## src/shared/pixel_link_pkg.sv

```systemverilog
package pixel_link_pkg;

  // system clock cycles per serial bit period, and the system clock period in ns
  localparam int          BIT_DIV_DEF     = 2;
  localparam int          CLK_PERIOD_NS   = 40;
  // pixel-clock stop gap that counts as a reset, in pixel periods
  localparam int          STOP_PIXELS     = 4;
  // pll lock time, in pixel periods
  localparam int          LOCK_PIXELS_DEF = 1024;
  localparam int          COLOR_W         = 24;
  localparam int          PAYLOAD_W       = 32;
  localparam int          LANE_CNT        = 2;
  // bits carried on each data lane per pixel
  localparam logic [4:0]  LANE_BITS_18    = 5'h0c;
  localparam logic [4:0]  LANE_BITS_24    = 5'h10;
  localparam logic [1:0]  FSEQ_RESET      = 2'h0;
  localparam logic [1:0]  FSEQ_STEP       = 2'h1;
  localparam logic [1:0]  RESERVED_BITS   = 2'h0;
  localparam logic [7:0]  PAD_18          = 8'h00;

  typedef enum logic [1:0] {
    PHASE_OFF     = 2'b00,
    PHASE_STARTUP = 2'b01,
    PHASE_ACTIVE  = 2'b10
  } phase_t;

  typedef enum logic [1:0] {
    MODE_18     = 2'b00,
    MODE_24     = 2'b01,
    MODE_DITHER = 2'b10
  } mode_t;

  localparam mode_t MODE_RESET = MODE_18;

endpackage

```

## src/rtl/pixel_clock_monitor.sv

```systemverilog
`timescale 1ns/10ps
module pixel_clock_monitor
  import pixel_link_pkg::*;
#(
  parameter int GAP_W = 16
)
(
  // clock and reset
  input  wire logic clock_in,
  input  wire logic sys_rst_in,
  // pixel clock pin
  input  wire logic pixel_clk_in,
  // status toward the serializer
  output logic      pixel_edge_out,
  output logic      clock_stopped_out
);

  logic             sync1_q;
  logic             sync2_q;
  logic             sync3_q;
  logic [GAP_W-1:0] gap_q;
  logic [GAP_W-1:0] gap_d;
  logic [GAP_W-1:0] period_q;
  logic [GAP_W-1:0] period_d;
  logic             stopped_q;
  logic             stopped_d;
  logic [GAP_W+2:0] stop_limit;
  logic             edge_seen;

  ////////////////////////////////////////////////////////////////////////////
  // gap is measured against the last period, so any pixel period up to a quarter of the GAP_W-bit gap count works
  always_comb
  begin
    edge_seen  = sync2_q & ~sync3_q;
    stop_limit = (GAP_W+3)'(period_q) * (GAP_W+3)'(STOP_PIXELS);
    gap_d      = gap_q;
    period_d   = period_q;
    stopped_d  = stopped_q;
    if (edge_seen)
    begin
      gap_d     = '0;
      period_d  = (gap_q == '1) ? gap_q : GAP_W'(gap_q + 1'b1);
      stopped_d = 1'b0;
    end
    else
    begin
      if (gap_q != '1)
        gap_d = GAP_W'(gap_q + 1'b1);
      if ({3'b000, gap_q} >= stop_limit)
        stopped_d = 1'b1;
    end
  end

  always_ff @(posedge clock_in)
  begin
    if (sys_rst_in)
    begin
      sync1_q   <= 1'b0;
      sync2_q   <= 1'b0;
      sync3_q   <= 1'b0;
      gap_q     <= '0;
      period_q  <= '0;
      stopped_q <= 1'b1;
    end
    else
    begin
      sync1_q   <= pixel_clk_in;
      sync2_q   <= sync1_q;
      sync3_q   <= sync2_q;
      gap_q     <= gap_d;
      period_q  <= period_d;
      stopped_q <= stopped_d;
    end
  end

  assign pixel_edge_out    = edge_seen;
  assign clock_stopped_out = stopped_q;

endmodule // pixel_clock_monitor

```

## src/rtl/rgb_pixel_link_serializer.sv

```systemverilog
`timescale 1ns/10ps
// Behaviour
// - 24-bit mode, no dither: full 24-bit colour, link clock 8x pixel
// - dither mode: 24-bit colour reduced to 18 bits, link clock 6x
// - 18-bit mode, no dither: 18-bit colour sent directly, link clock 6x
// - after reset: 18-bit input, dither off, 6x clock
// - bit period is pixel/12 in 18-bit mode, pixel/16 in 24-bit mode
// - pixel clock stopped four periods or more resets the device
// - after a stop, wait for lock and start-up before any video
// - colour, vsync, hsync, valid over two data lanes and a clock lane
// - data bits sampled on both link clock edges
// - phases off, start-up, active with only the legal transitions
// - off phase drives every link output to ground
// - enabled but unlocked: all link outputs held at static level
// - on lock the clock lane toggles and payloads stream, phase active
// - inputs captured each pixel rising edge, sent pixel by pixel
// - payload: colour, vsync, hsync, valid, parity, sequence; 32 or 24 bits
// - parity makes the ones count odd over colour, control, sequence
// - two-bit sequence counter steps by one per payload, modulo four
module rgb_pixel_link_serializer
  import pixel_link_pkg::*;
#(
  parameter int BIT_DIV     = BIT_DIV_DEF,
  parameter int LOCK_PIXELS = LOCK_PIXELS_DEF
)
(
  // clock and reset
  input  wire logic                clock_in,
  input  wire logic                sys_rst_in,
  // pixel bus
  input  wire logic                pixel_clk_in,
  input  wire logic [COLOR_W-1:0]  color_in,
  input  wire logic                vertical_sync_in,
  input  wire logic                horizontal_sync_in,
  input  wire logic                pixel_valid_in,
  // configuration straps
  input  wire logic                width_24_in,
  input  wire logic                dither_en_in,
  // serial link
  output logic                     link_clock_lane_p_out,
  output logic                     link_clock_lane_n_out,
  output logic [LANE_CNT-1:0]      link_data_lane_p_out,
  output logic [LANE_CNT-1:0]      link_data_lane_n_out,
  // status
  output logic [1:0]               link_phase_out
);

  localparam int IN_W   = COLOR_W + 3;
  localparam int DIV_W  = $clog2(BIT_DIV);
  localparam int LOCK_W = $clog2(LOCK_PIXELS + 1);
  localparam logic [DIV_W-1:0]  DIV_LAST  = DIV_W'(BIT_DIV - 1);
  // clock toggles one slot before the middle of the bit, so that the
  // registered clock edge lands mid-bit, except on a pixel load at DIV_HALF, which changes clock and data together
  localparam logic [DIV_W-1:0]  DIV_HALF  = DIV_W'(BIT_DIV / 2 - 1);
  localparam logic [LOCK_W-1:0] LOCK_LAST = LOCK_W'(LOCK_PIXELS - 1);

  function automatic logic [5:0] round_to_6(input logic [7:0] ch);
    logic [6:0] sum;
    sum = {1'b0, ch[7:2]} + {6'h00, ch[1]};
    round_to_6 = sum[6] ? 6'h3f : sum[5:0];
  endfunction

  function automatic logic [PAYLOAD_W-1:0] build_payload(
    input mode_t              mode,
    input logic [COLOR_W-1:0] c,
    input logic               vs,
    input logic               hs,
    input logic               pv,
    input logic [1:0]         fs
  );
    logic [17:0] c18;
    logic        par;
    c18 = {c[23:18], c[15:10], c[7:2]};
    if (mode == MODE_DITHER)
      c18 = {round_to_6(c[23:16]), round_to_6(c[15:8]), round_to_6(c[7:0])};
    if (mode == MODE_24)
    begin
      par = ~(^c ^ vs ^ hs ^ pv ^ ^fs);
      build_payload = {c, vs, hs, pv, par, fs, RESERVED_BITS};
    end
    else
    begin
      par = ~(^c18 ^ vs ^ hs ^ pv ^ ^fs);
      build_payload = {c18, vs, hs, pv, par, fs, PAD_18};
    end
  endfunction

  logic [IN_W-1:0]      in1_q;
  logic [IN_W-1:0]      in2_q;
  logic [IN_W-1:0]      in3_q;
  logic [1:0]           cfg1_q;
  logic [1:0]           cfg2_q;
  logic                 pixel_edge;
  logic                 clock_stopped;
  phase_t               phase_q;
  phase_t               phase_d;
  mode_t                mode_q;
  mode_t                mode_d;
  mode_t                mode_req;
  logic [LOCK_W-1:0]    lock_q;
  logic [LOCK_W-1:0]    lock_d;
  logic [1:0]           fseq_q;
  logic [1:0]           fseq_d;
  logic [PAYLOAD_W-1:0] shift_q;
  logic [PAYLOAD_W-1:0] shift_d;
  logic [PAYLOAD_W-1:0] payload;
  logic [4:0]           bits_left_q;
  logic [4:0]           bits_left_d;
  logic [DIV_W-1:0]     div_q;
  logic [DIV_W-1:0]     div_d;
  logic                 clk_lvl_q;
  logic                 clk_lvl_d;
  logic [LANE_CNT-1:0]  bit_q;
  logic [LANE_CNT-1:0]  bit_d;
  logic                 load;
  logic                 lock_done;
  logic                 clk_p_d;
  logic                 clk_n_d;
  logic [LANE_CNT-1:0]  dat_p_d;
  logic [LANE_CNT-1:0]  dat_n_d;

  ////////////////////////////////////////////////////////////////////////////
  pixel_clock_monitor u_monitor (
    .clock_in          (clock_in),
    .sys_rst_in        (sys_rst_in),
    .pixel_clk_in      (pixel_clk_in),
    .pixel_edge_out    (pixel_edge),
    .clock_stopped_out (clock_stopped)
  );

  // the third stage holds the bus as it stood just before the pixel edge,
  // since the edge itself is seen two stages late and hold is short
  always_ff @(posedge clock_in)
  begin
    if (sys_rst_in)
    begin
      in1_q  <= '0;
      in2_q  <= '0;
      in3_q  <= '0;
      cfg1_q <= 2'h0;
      cfg2_q <= 2'h0;
    end
    else
    begin
      in1_q  <= {color_in, vertical_sync_in, horizontal_sync_in, pixel_valid_in};
      in2_q  <= in1_q;
      in3_q  <= in2_q;
      cfg1_q <= {dither_en_in, width_24_in};
      cfg2_q <= cfg1_q;
    end
  end

  ////////////////////////////////////////////////////////////////////////////
  always_comb
  begin
    if (cfg2_q[1])
      mode_req = MODE_DITHER;
    else if (cfg2_q[0])
      mode_req = MODE_24;
    else
      mode_req = MODE_18;
    lock_done = (lock_q == LOCK_LAST);
    load      = pixel_edge && (phase_q == PHASE_ACTIVE);
    payload   = build_payload(mode_req, in3_q[IN_W-1:3], in3_q[2], in3_q[1], in3_q[0],
                              fseq_q);
    phase_d     = phase_q;
    mode_d      = mode_q;
    lock_d      = lock_q;
    fseq_d      = fseq_q;
    shift_d     = shift_q;
    bits_left_d = bits_left_q;
    div_d       = div_q;
    clk_lvl_d   = clk_lvl_q;
    bit_d       = bit_q;
    if (pixel_edge)
      mode_d = mode_req;
    case (phase_q)
      PHASE_OFF:
      begin
        if (!clock_stopped)
          phase_d = PHASE_STARTUP;
      end
      PHASE_STARTUP:
      begin
        if (clock_stopped)
          phase_d = PHASE_OFF;
        else if (pixel_edge && lock_done)
          phase_d = PHASE_ACTIVE;
        else if (pixel_edge)
          lock_d = LOCK_W'(lock_q + 1'b1);
      end
      PHASE_ACTIVE:
      begin
        if (clock_stopped)
          phase_d = PHASE_OFF;
        else if (load)
        begin
          // pixel edge restarts the bit grid, so lanes track the pixel rate
          div_d       = '0;
          bit_d       = payload[PAYLOAD_W-1 -: LANE_CNT];
          shift_d     = PAYLOAD_W'(payload << LANE_CNT);
          bits_left_d = ((mode_req == MODE_24) ? LANE_BITS_24 : LANE_BITS_18) - 5'h01;
          fseq_d      = fseq_q + FSEQ_STEP;
          if (div_q == DIV_HALF)
            clk_lvl_d = ~clk_lvl_q;
        end
        else
        begin
          div_d = (div_q == DIV_LAST) ? '0 : DIV_W'(div_q + 1'b1);
          // clock edge sits mid-bit: each bit is launched half a clock
          // phase before the edge that the receiver samples on
          if (div_q == DIV_HALF)
            clk_lvl_d = ~clk_lvl_q;
          if (div_q == DIV_LAST)
          begin
            if (bits_left_q != 5'h00)
            begin
              bit_d       = shift_q[PAYLOAD_W-1 -: LANE_CNT];
              shift_d     = PAYLOAD_W'(shift_q << LANE_CNT);
              bits_left_d = bits_left_q - 5'h01;
            end
            else
              bit_d = '0;
          end
        end
      end
      default:
        phase_d = PHASE_OFF;
    endcase
    if (phase_d == PHASE_OFF)
    begin
      // stop-reset: back to a clean start-up on the next pixel clock
      lock_d      = '0;
      fseq_d      = FSEQ_RESET;
      shift_d     = '0;
      bits_left_d = 5'h00;
      div_d       = '0;
      clk_lvl_d   = 1'b0;
      bit_d       = '0;
    end
    case (phase_q)
      PHASE_ACTIVE:
      begin
        clk_p_d = clk_lvl_q;
        clk_n_d = ~clk_lvl_q;
        dat_p_d = bit_q;
        dat_n_d = ~bit_q;
      end
      PHASE_STARTUP:
      begin
        clk_p_d = 1'b1;
        clk_n_d = 1'b0;
        dat_p_d = '1;
        dat_n_d = '0;
      end
      default:
      begin
        clk_p_d = 1'b0;
        clk_n_d = 1'b0;
        dat_p_d = '0;
        dat_n_d = '0;
      end
    endcase
  end

  always_ff @(posedge clock_in)
  begin
    if (sys_rst_in)
    begin
      phase_q               <= PHASE_OFF;
      mode_q                <= MODE_RESET;
      lock_q                <= '0;
      fseq_q                <= FSEQ_RESET;
      shift_q               <= '0;
      bits_left_q           <= 5'h00;
      div_q                 <= '0;
      clk_lvl_q             <= 1'b0;
      bit_q                 <= '0;
      link_clock_lane_p_out <= 1'b0;
      link_clock_lane_n_out <= 1'b0;
      link_data_lane_p_out  <= '0;
      link_data_lane_n_out  <= '0;
    end
    else
    begin
      phase_q               <= phase_d;
      mode_q                <= mode_d;
      lock_q                <= lock_d;
      fseq_q                <= fseq_d;
      shift_q               <= shift_d;
      bits_left_q           <= bits_left_d;
      div_q                 <= div_d;
      clk_lvl_q             <= clk_lvl_d;
      bit_q                 <= bit_d;
      link_clock_lane_p_out <= clk_p_d;
      link_clock_lane_n_out <= clk_n_d;
      link_data_lane_p_out  <= dat_p_d;
      link_data_lane_n_out  <= dat_n_d;
    end
  end

  assign link_phase_out = phase_q;
endmodule // rgb_pixel_link_serializer

```

## config.mk

```make
export PLATFORM = sky130hd
export DESIGN_NAME = rgb_pixel_link_serializer
export DESIGN_NICKNAME = d
export VERILOG_FILES = /design/src/shared/pixel_link_pkg.sv /design/src/rtl/pixel_clock_monitor.sv /design/src/rtl/rgb_pixel_link_serializer.sv
export SDC_FILE = /design/constraint.sdc
export NUM_CORES = 1
export LEC_CHECK = 0
export BUFFER_PORTS_ARGS = -buffer_cell sky130_fd_sc_hd__buf_2
export CORE_ASPECT_RATIO = 0.9
export CORE_MARGIN = 4
export CORE_UTILIZATION = 50
export CTS_CLUSTER_DIAMETER = 80
export CTS_CLUSTER_SIZE = 25
export DETAILED_ROUTE_END_ITERATION = 7
export PLACE_DENSITY = 0.72
export SKIP_CTS_REPAIR_TIMING = 1
export SLEW_MARGIN = 20
export SYNTH_ARGS = -nofsm -noshare
export SYNTH_HDL_FRONTEND = slang
export SYNTH_SLANG_ARGS = --single-unit
```

## constraint.sdc

```tcl
create_clock -name clock_in -period 2.65 [get_ports clock_in]
set_input_delay 0.53 -clock clock_in [delete_from_list [all_inputs] [get_ports clock_in]]
set_output_delay 0.53 -clock clock_in [all_outputs]
set_load 0.01 [all_outputs]
```

==> results of run 1 <==
cells in the mapped netlist (all sizes together) (2+ instances only):
library cell / instances
dfxtp: 179
nor2: 117
nor2b: 96
nand2: 61
a21oi: 48
clkbuf: 43
ha: 34
xnor2: 34
nand3: 24
a211oi: 23
xor2: 23
inv: 20
o21ai: 20
a311oi: 16
nand4: 16
nor3: 16
nand2b: 10
o211ai: 10
mux2i: 9
and3: 7
buf: 6
or3: 6
nor4: 5
o22ai: 5
a21o: 4
a31oi: 4
o221ai: 4
and2: 3
and4: 3
o311ai: 3
or2: 3
xnor3: 3
a211o: 2
o21bai: 2
or4: 2
state kept, by name, summed over array words and instances, names as in the netlist:
name,count
bit_q,2
bits_left_q,5
cfg1_q,2
cfg2_q,2
clk_lvl_q,1
div_q,1
fseq_q,2
in1_q,27
in2_q,27
in3_q,27
link_clock_lane_n_out,1
link_clock_lane_p_out,1
link_data_lane_n_out,2
link_data_lane_p_out,2
link_phase_out,2
lock_q,11
shift_q,28
u_monitor.clock_stopped_out,1
u_monitor.gap_q,16
u_monitor.period_q,16
u_monitor.sync1_q,1
u_monitor.sync2_q,1
u_monitor.sync3_q,1
layout make-up:
cell class                 count  area, um2  area share (%)
clock buffer                  20        457            4.98
multi-input combinational    621       4030            44.0
sequential                   179       3590            39.2
clock inverter                12        136            1.49
inverter                      20       75.1           0.819
timing repair buffer          92        621            6.77
tap                          198        248            2.70
logic make-up after synthesis:
| family | synth area share [%] |
|---|---|
| compound gates | 12.4 |
| xor+xnor | 7.32 |
| fa+ha+maj | 5.49 |
| buf+inv | 3.41 |
| flops | 46.3 |
| mux | 1.16 |
| simple gates | 24.0 |
cell usage in the layout, fill, tap and decap left out, drive strengths merged, types with 5 or more instances in the layout:
cell type,netlist,layout
o22ai,5,5
buf,6,92
xor2,23,23
ha,34,34
a21oi,48,48
dfxtp,179,179
nor2b,96,96
a211oi,23,23
nor2,117,117
inv,20,28
and3,7,7
or3,6,6
o211ai,10,10
nand2b,10,10
clkbuf,43,20
mux2i,9,9
nor3,16,16
nand2,61,61
o21ai,20,20
a311oi,16,16
nand3,24,24
nor4,5,5
xnor2,34,34
nand4,16,16
layer usage:
metal	wire, um	global-route usage (%)	up-vias
met4	217	6.21	0
met3	723	4.02	22
met5	0	0	-
met2	6560	25.9	116
met1	7570	24.5	2656
li1	-	-	3097
report_power, final:
group | total (mW) | internal, mW | switching, mW
clock | 2.47 | 1.38 | 1.09
sequential | 2.80 | 2.76 | 0.0364
combinational | 0.389 | 0.192 | 0.197
through the flow:
step	TNS (ps)	hold WS [ps]	worst slack (ps)	std cells	cell area, um2
6_report	-137	304	-137	1142	9170
5_1_grt	-318	300	-318	1142	9170
4_1_cts	-92.0	281	-92.0	1139	9030
3_5_place_dp	-70.5	420	-70.5	1107	8440
3_3_place_gp	-20.7	416	-20.7	1107	8440
2_1_floorplan	0	413	25.7	869	7790
worst paths after layout:
| path | startpoint | endpoint | cells after the start |
|---|---|---|---|
| max reg2reg | in3_q[21]$_SDFF_PP0_ | shift_q[12]$_SDFFE_PP0P_ | 11 |
| min reg2reg | in1_q[16]$_SDFF_PP0_ | in2_q[16]$_SDFF_PP0_ | 1 |
| max | in3_q[21]$_SDFF_PP0_ | shift_q[12]$_SDFFE_PP0P_ | 11 |
| min | color_in[19] | in1_q[22]$_SDFF_PP0_ | 2 |
==> out/metrics.cfg, run 1 <==
[setup_path]
cp_max_fo = 3
worstPathRequired_ps = 2990
path_class = register to register
start_kind = register
cp_slowest_stage_delay_ps = 480
cpLargestDelayFamily = XOR/XNOR gates
cp_common_cell = ha_4
crit_buf_inv = 0
slowest_stage = or4_1
worst_ep_arrival_time_ps = 3130
critPathCaptureType = register
path_cells = ha_4 -> ha_4 -> a31oi_1 -> a21o_1 -> xor2_1 -> xnor3_1 -> xnor2_2 -> or4_1 -> a21oi_2 -> a211oi_2 -> a311oi_1
rrSetupSlack_ps = -140

[clock_tree]
root_buffer = clkbuf_16
cts.sinks = 179
htree_levels = 4
cts_tree = done
clk_pin_slew_ps = 60
clock_latency_ps = 430
cts_buffers = 17
cts_max_path_buffers = 2

[detailed_routing]
ant_nets = 0
wl_per_cell_um = 13.2
vias = 5891
drtIter0Drc = 278
dr.pass1.iters = 5
totalWireLength_um = 15100
vias_per_cell = 5.16
drc_errors = 0

[timing]
min_period_ps = 2790
worst_pin_slew_ps = 746
fin_skew_ps = 8.34
hold_viol_final = 0
slew_viol_final = 0
max_freq_mhz = 359
timing.final.crit_share_pct = 105
max_slew_margin_pct = 49.9
fin_ws_ps = -137
finalSetupViolCount = 1
rsz0062_at_grt = yes

[layout]
drive_gt1_share_pct = 16.4
nFillCells = 1298
final_util_pct = 61.4
nNetsFinal = 997
n_antenna_cell = 0
area_growth_pct = 18.4

[status]
violations = setup timing
status = finished with violations

[yosys]
synth_edf_count = 0
ys_seq_area_share_pct = 46.3
syn-mean-instance-area_um2 = 8.91
synthTopCellsByArea = dfxtp_1, nor2b_1, nor2_1
synth_top_area_share_pct = 46.3
synth.largest_area_cell = dfxtp_1
synthesis.area_um2 = 7740
ys_seq_elements = 179
yosys_warnings = 0
synthArstFlopShare_pct = 0
synth.distinct_cells = 49
dominantRegCellSynth = dfxtp_1
synth_nets = 935
netlist_instances = 869

[floorplanning]
die_w_um = 139
fp.dieH_um = 126
die_area_um2 = 17500
initial_core_util_pct = 51.9
fp-row-count = 42
io_pins = 40
fp.coreArea_um2 = 14900

[global_route]
grt_max_degree = 60
gr-usage-all-layers_pct = 17.3
grt_overflow = 0
grt_pass1_vias = 5413
grt_antenna_before_repair = 0
grt_pass1_wl_um = 25200

[placed_design]
numPortBuffers = 39
dpl.hpwl_um = 10300
place_congestion = 0.874

[power_and_ir_drop]
p_leak_nw = 3.47
peakVddDrop_mv = 0.647
p_per_area_nw_per_um2 = 617
power_mw = 5.65

[hold_path]
hp-class = input port to register

[run]
maxCapViolCount = 0

(Power assumes the default switching activity.)
==> run 2, diff against run 1 <==
- MAX_ROUTING_LAYER: unset -> met4
==> run 2 against run 1 <==
The run still ends with setup timing left. Die area is the same. Clock-buffer cell count is the same. Hold slack gained 1.7 ps. Largest power group unchanged. Critical path type unchanged.
==> out/metrics.cfg, run 2 (synthesis gave the netlist of run 1 again) <==
[setup_path]
worst_ep_arrival_time_ps = 3110  ; was 3130 ps
start_kind = register  ; unchanged
worstPathRequired_ps = 2990  ; about the same
rrSetupSlack_ps = -120  ; was -140 ps
cpLargestDelayFamily = XOR/XNOR gates  ; unchanged
cp_slowest_stage_delay_ps = 480  ; about the same
crit_buf_inv = 0  ; unchanged
cp_common_cell = ha_4  ; unchanged
reg2reg_depth = 11  ; unchanged
critPathCaptureType = register  ; unchanged
cp_max_fo = 3  ; unchanged
worstSetupPathDepth = 11  ; unchanged
path_cells = ha_4 -> ha_4 -> a31oi_1 -> a21o_1 -> xor2_1 -> xnor3_1 -> xnor2_2 -> or4_1 -> a21oi_2 -> a211oi_2 -> a311oi_1  ; unchanged
path_class = register to register  ; unchanged
slowest_stage = or4_1  ; unchanged

[timing]
min_period_ps = 2770  ; was 2790 ps
hold_viol_final = 0  ; unchanged
finalSetupViolCount = 1  ; unchanged
max_freq_mhz = 361  ; was 359 MHz
fin_skew_ps = 8.29  ; was 8.34 ps
worst_pin_slew_ps = 745  ; was 746 ps
fin_tns_setup_ps = -120  ; was -137 ps
slew_viol_final = 0  ; unchanged
max_slew_margin_pct = 49.9  ; about the same
rsz0062_at_grt = yes  ; unchanged
fin_ws_ps = -120  ; was -137 ps
timing.final.crit_share_pct = 105  ; about the same

[clock_tree]
clk_pin_slew_ps = 70  ; was 60 ps
htree_levels = 4  ; unchanged
clock_latency_ps = 430  ; about the same
cts.sinks = 179  ; unchanged
cts_max_path_buffers = 2  ; unchanged
cts_buffers = 17  ; unchanged
cts_tree = done  ; unchanged
root_buffer = clkbuf_16  ; unchanged

[global_route]
grt_antenna_before_repair = 0  ; unchanged
grt_overflow = 0  ; unchanged
grt_pass1_wl_um = 25200  ; about the same
gr-usage-all-layers_pct = 17.9  ; was 17.3%
grt_max_degree = 60  ; unchanged
grt_pass1_vias = 5410  ; was 5,413

[power_and_ir_drop]
peakVddDrop_mv = 0.649  ; was 0.647 mV
seqPwrFrac_pct = 49.4  ; about the same
p_per_area_nw_per_um2 = 617  ; about the same
power_mw = 5.65  ; about the same
p_sw_mw = 1.32  ; about the same
comb_power_share_pct = 6.9  ; about the same
p_int_mw = 4.33  ; about the same
p_sw_share_pct = 23.4  ; about the same
clkPwrFrac_pct = 43.7  ; about the same
p_leak_nw = 3.47  ; unchanged

[layout]
layout.cells.non_filler = 1142  ; unchanged
largest_reg_flops = 28  ; unchanged
mostFrequentLayoutCells = dfxtp_1, nor2_1, nor2b_1  ; unchanged
final_util_pct = 61.4  ; unchanged
nFillCells = 1298  ; unchanged
n_antenna_cell = 0  ; unchanged
area_growth_pct = 18.4  ; unchanged
drive_gt1_share_pct = 16.4  ; unchanged
nNetsFinal = 997  ; unchanged
final_common_cell = dfxtp_1  ; unchanged
regMostFlops = shift_q  ; unchanged

[detailed_routing]
totalWireLength_um = 15000  ; was 15,100 um
met2_length_um = 6570  ; was 6560 um
dr.max_layer_used = met4  ; unchanged
vias_per_cell = 5.14  ; was 5.16
ant_nets = 0  ; unchanged
vias = 5870  ; was 5,891
drc_errors = 0  ; unchanged
wl_per_cell_um = 13.2  ; about the same
dr.pass1.iters = 4  ; was 5
met1_length_um = 7590  ; was 7570 um
wl_met3_um = 670  ; was 723 um
drtIter0Drc = 264  ; was 278

[floorplanning]
io_pins = 40  ; unchanged
fp-row-count = 42  ; unchanged
fp.coreArea_um2 = 14900  ; unchanged
die_area_um2 = 17500  ; unchanged
fp.dieH_um = 126  ; unchanged
die_w_um = 139  ; unchanged
initial_core_util_pct = 51.9  ; unchanged

[placed_design]
numPortBuffers = 39  ; unchanged
place_congestion = 0.888  ; was 0.874
dp_slack_ps = -70.5  ; unchanged
post-place-cells = 1107  ; unchanged
dpl.hpwl_um = 10300  ; unchanged

[status]
violations = setup timing  ; unchanged
status = finished with violations  ; unchanged

[hold_path]
holdPathStages = 2  ; unchanged
hp-class = input port to register  ; unchanged

[run]
maxCapViolCount = 0  ; unchanged

==> run 2: cell counts in the layout (fill, tap and decap cells not counted) <==
No cell type changed its count.
==> run 2: layout make-up <==
type                       instances  area [um2]  share of cell area [%]
multi-input combinational        621        4030                    44.0
clock inverter                    12         136                    1.49
tap                              198         248                    2.70
timing repair buffer              92         621                    6.77
clock buffer                      20         457                    4.98
inverter                          20        75.1                   0.819
sequential                       179        3590                    39.2
==> run 2: path summary, 6_finish.rpt <==
| check | endpoint | startpoint |
|---|---|---|
| worst max-delay path | shift_q[12]$_SDFFE_PP0P_ | in3_q[21]$_SDFF_PP0_ |
| worst min register to register | in2_q[16]$_SDFF_PP0_ | in1_q[16]$_SDFF_PP0_ |
| worst min-delay path | in1_q[0]$_SDFF_PP0_ | pixel_valid_in |
| worst max register to register | shift_q[12]$_SDFFE_PP0P_ | in3_q[21]$_SDFF_PP0_ |
==> run 2: layer usage <==
layer,vias to the layer above,global-route usage [%]
li1,3097,-
met1,2653,24.5
met2,101,25.9
met3,19,4.13
met4,0,6.21
met5,-,-
==> run 2: worst reg2reg max path, cell delays in order, from the launching register on <==
cell	delay, ps
dfxtp_2	340
ha_4	170
ha_4	160
a31oi_1	150
a21o_1	180
xor2_1	160
xnor3_1	450
xnor2_2	160
or4_1	490
a21oi_2	150
a211oi_2	40
a311oi_1	240
==> run 2: stage by stage <==
| stage | area [um2] | hold WS (ps) |
|---|---|---|
| floorplan | 7790 | 413 |
| global placement | 8440 | 416 |
| detailed placement | 8440 | 420 |
| CTS | 9030 | 281 |
| global route | 9170 | 298 |
| finish | 9170 | 306 |
==> run 2: power by group through the flow <==
stage / sequential (mW) / clock (mW) / combinational [mW]
2_1_floorplan: 2.84 / 0 / 0.264
3_3_place_gp: 2.85 / 0 / 0.365
3_5_place_dp: 2.85 / 0 / 0.369
4_1_cts: 2.79 / 2.53 / 0.373
5_1_grt: 2.80 / 2.65 / 0.434
6_report: 2.80 / 2.47 / 0.389
==> run 3, diff against run 2 <==
- PLACE_DENSITY: 0.72 -> 0.69
- clock period: 2.65 -> 3.37 ns (I/O delays scaled with it)
==> run 3 against run 2 <==
The run now ends clean. Final cell count shrank 3.4%. Non-clock buffer count down 39. Flip-flop and latch count stayed put. Largest cell class unchanged. Clock skew up 0.85 ps. Sequential share of layout area up 1.9 points. Fmax is 11% lower. Hold slack gained 130 ps.
==> out/metrics.cfg, run 3 (synthesis gave the netlist of run 1 again) <==
[floorplanning]
fp.dieH_um = 126  ; unchanged
io_pins = 40  ; unchanged
initial_core_util_pct = 51.9  ; unchanged
fp-row-count = 42  ; unchanged
die_w_um = 139  ; unchanged
fp.coreArea_um2 = 14900  ; unchanged
die_area_um2 = 17500  ; unchanged

[status]
status = complete, no violations  ; was finished with violations

[layout]
layout.cells.non_filler = 1103  ; was 1,142
drive_gt1_share_pct = 10.4  ; was 16.4%
nNetsFinal = 958  ; was 997
regMostFlops = shift_q  ; unchanged
final_common_cell = dfxtp_1  ; unchanged
largest_reg_flops = 28  ; unchanged
area_growth_pct = 12.5  ; was 18.4%
mostFrequentLayoutCells = dfxtp_1, nor2_1, nor2b_1  ; unchanged
n_antenna_cell = 0  ; unchanged

[hold_path]
hp-class = register to register  ; was input port to register

[clock_tree]
cts_buffers = 17  ; unchanged
clk_pin_slew_ps = 70  ; about the same
clock_latency_ps = 440  ; was 430 ps
cts_max_path_buffers = 2  ; unchanged
root_buffer = clkbuf_16  ; unchanged
cts.sinks = 179  ; unchanged
cts_tree = done  ; unchanged
htree_levels = 4  ; unchanged

[detailed_routing]
totalWireLength_um = 14500  ; was 15,000 um
drc_errors = 0  ; unchanged
vias = 5702  ; was 5,870
wl_per_cell_um = 13.2  ; about the same
dr.pass1.iters = 5  ; was 4
drtIter0Drc = 386  ; was 264
ant_nets = 0  ; unchanged
vias_per_cell = 5.17  ; was 5.14

[placed_design]
numPortBuffers = 39  ; unchanged
dpl.hpwl_um = 9970  ; was 10,300 um
post-place-cells = 1071  ; was 1,107
dp_slack_ps = 323  ; was -70.5 ps
place_congestion = 0.887  ; was 0.888

[global_route]
grt_pass1_vias = 5156  ; was 5,410
grt_overflow = 0  ; unchanged
grt_antenna_before_repair = 0  ; unchanged
grt_pass1_wl_um = 24700  ; was 25,200 um
gr-usage-all-layers_pct = 17.6  ; was 17.9%
grt_max_degree = 106  ; was 60

[setup_path]
worst_ep_arrival_time_ps = 3460  ; was 3110 ps
path_cells = ha_1 -> ha_1 -> nand3_1 -> mux2i_1 -> a21bo_1 -> a211o_1 -> and2_4 -> or4_1 -> a21oi_1 -> a211oi_1 -> a311oi_1  ; was ha_4 -> ha_4 -> a31oi_1 -> a21o_1 -> xor2_1 -> xnor3_1 -> xnor2_2 -> or4_1 -> a21oi_2 -> a211oi_2 -> a311oi_1
slowest_stage = or4_1  ; unchanged
crit_buf_inv = 0  ; unchanged
path_class = register to register  ; unchanged
critPathCaptureType = register  ; unchanged
cp_slowest_stage_delay_ps = 470  ; was 480 ps
start_kind = register  ; unchanged
worstPathRequired_ps = 3720  ; was 2990 ps
cp_common_cell = ha_1  ; was ha_4
cpLargestDelayFamily = compound AO/OA/AOI/OAI gates  ; was XOR/XNOR gates
cp_max_fo = 5  ; was 3

[power_and_ir_drop]
peakVddDrop_mv = 0.394  ; was 0.649 mV
p_leak_nw = 3.27  ; was 3.47 nW
power_mw = 4.41  ; was 5.65 mW
p_per_area_nw_per_um2 = 507  ; was 617 nW/um2

[timing]
max_freq_mhz = 321  ; was 361 MHz
fin_skew_ps = 9.13  ; was 8.29 ps
worst_pin_slew_ps = 1060  ; was 745 ps
fin_tns_setup_ps = 0  ; was -120 ps
timing.final.crit_share_pct = 92.3  ; was 105%
fin_ws_ps = 259  ; was -120 ps
max_slew_margin_pct = 29.4  ; was 49.9%
hold_viol_final = 0  ; unchanged
rsz0062_at_grt = no  ; was yes
hold_ws_ps = 435  ; was 306 ps
finalSetupViolCount = 0  ; was 1
slew_viol_final = 0  ; unchanged
min_period_ps = 3110  ; was 2770 ps

[run]
maxCapViolCount = 0  ; unchanged

-- run 3: cell type report --
type / instances / area, um2
Sequential cell: 179 / 3580
Clock inverter: 14 / 156
Timing Repair Buffer: 53 / 303
Clock buffer: 18 / 439
Tap cell: 198 / 248
Fill cell: 1333 / 6210
Inverter: 20 / 75.1
Multi-Input combinational cell: 621 / 3910
-- run 3: power by group --
part,switching (mW),leakage [nW],internal [mW]
clock network,0.932,0.290,1.02
registers,0.0309,1.46,2.17
logic,0.140,1.52,0.126
-- run 3: path summary, 6_finish.rpt --
check                                           from                       end  slack (ps)  cells after the start
worst max-delay path             in3_q[5]$_SDFF_PP0_  shift_q[12]$_SDFFE_PP0P_         260                     11
worst min-delay path            in1_q[25]$_SDFF_PP0_      in2_q[25]$_SDFF_PP0_         440                      1
worst max register to register   in3_q[5]$_SDFF_PP0_  shift_q[12]$_SDFFE_PP0P_         260                     11
worst min register to register  in1_q[25]$_SDFF_PP0_      in2_q[25]$_SDFF_PP0_         440                      1
-- run 3: routing by layer --
metal	vias up	global-route usage (%)	share of wire (%)
met5	-	-	0
met4	0	5.47	1.2
met3	13	4.89	4.5
met2	100	24.9	43
met1	2572	24.5	51
li1	3017	-	-
-- run 3: metrics by stage --
stage | util (%) | area [um2]
finish | 58.4 | 8710
global route | 58.4 | 8710
CTS | 58.4 | 8710
detailed placement | 54.4 | 8120
global placement | 54.4 | 8120
floorplan | - | 7740
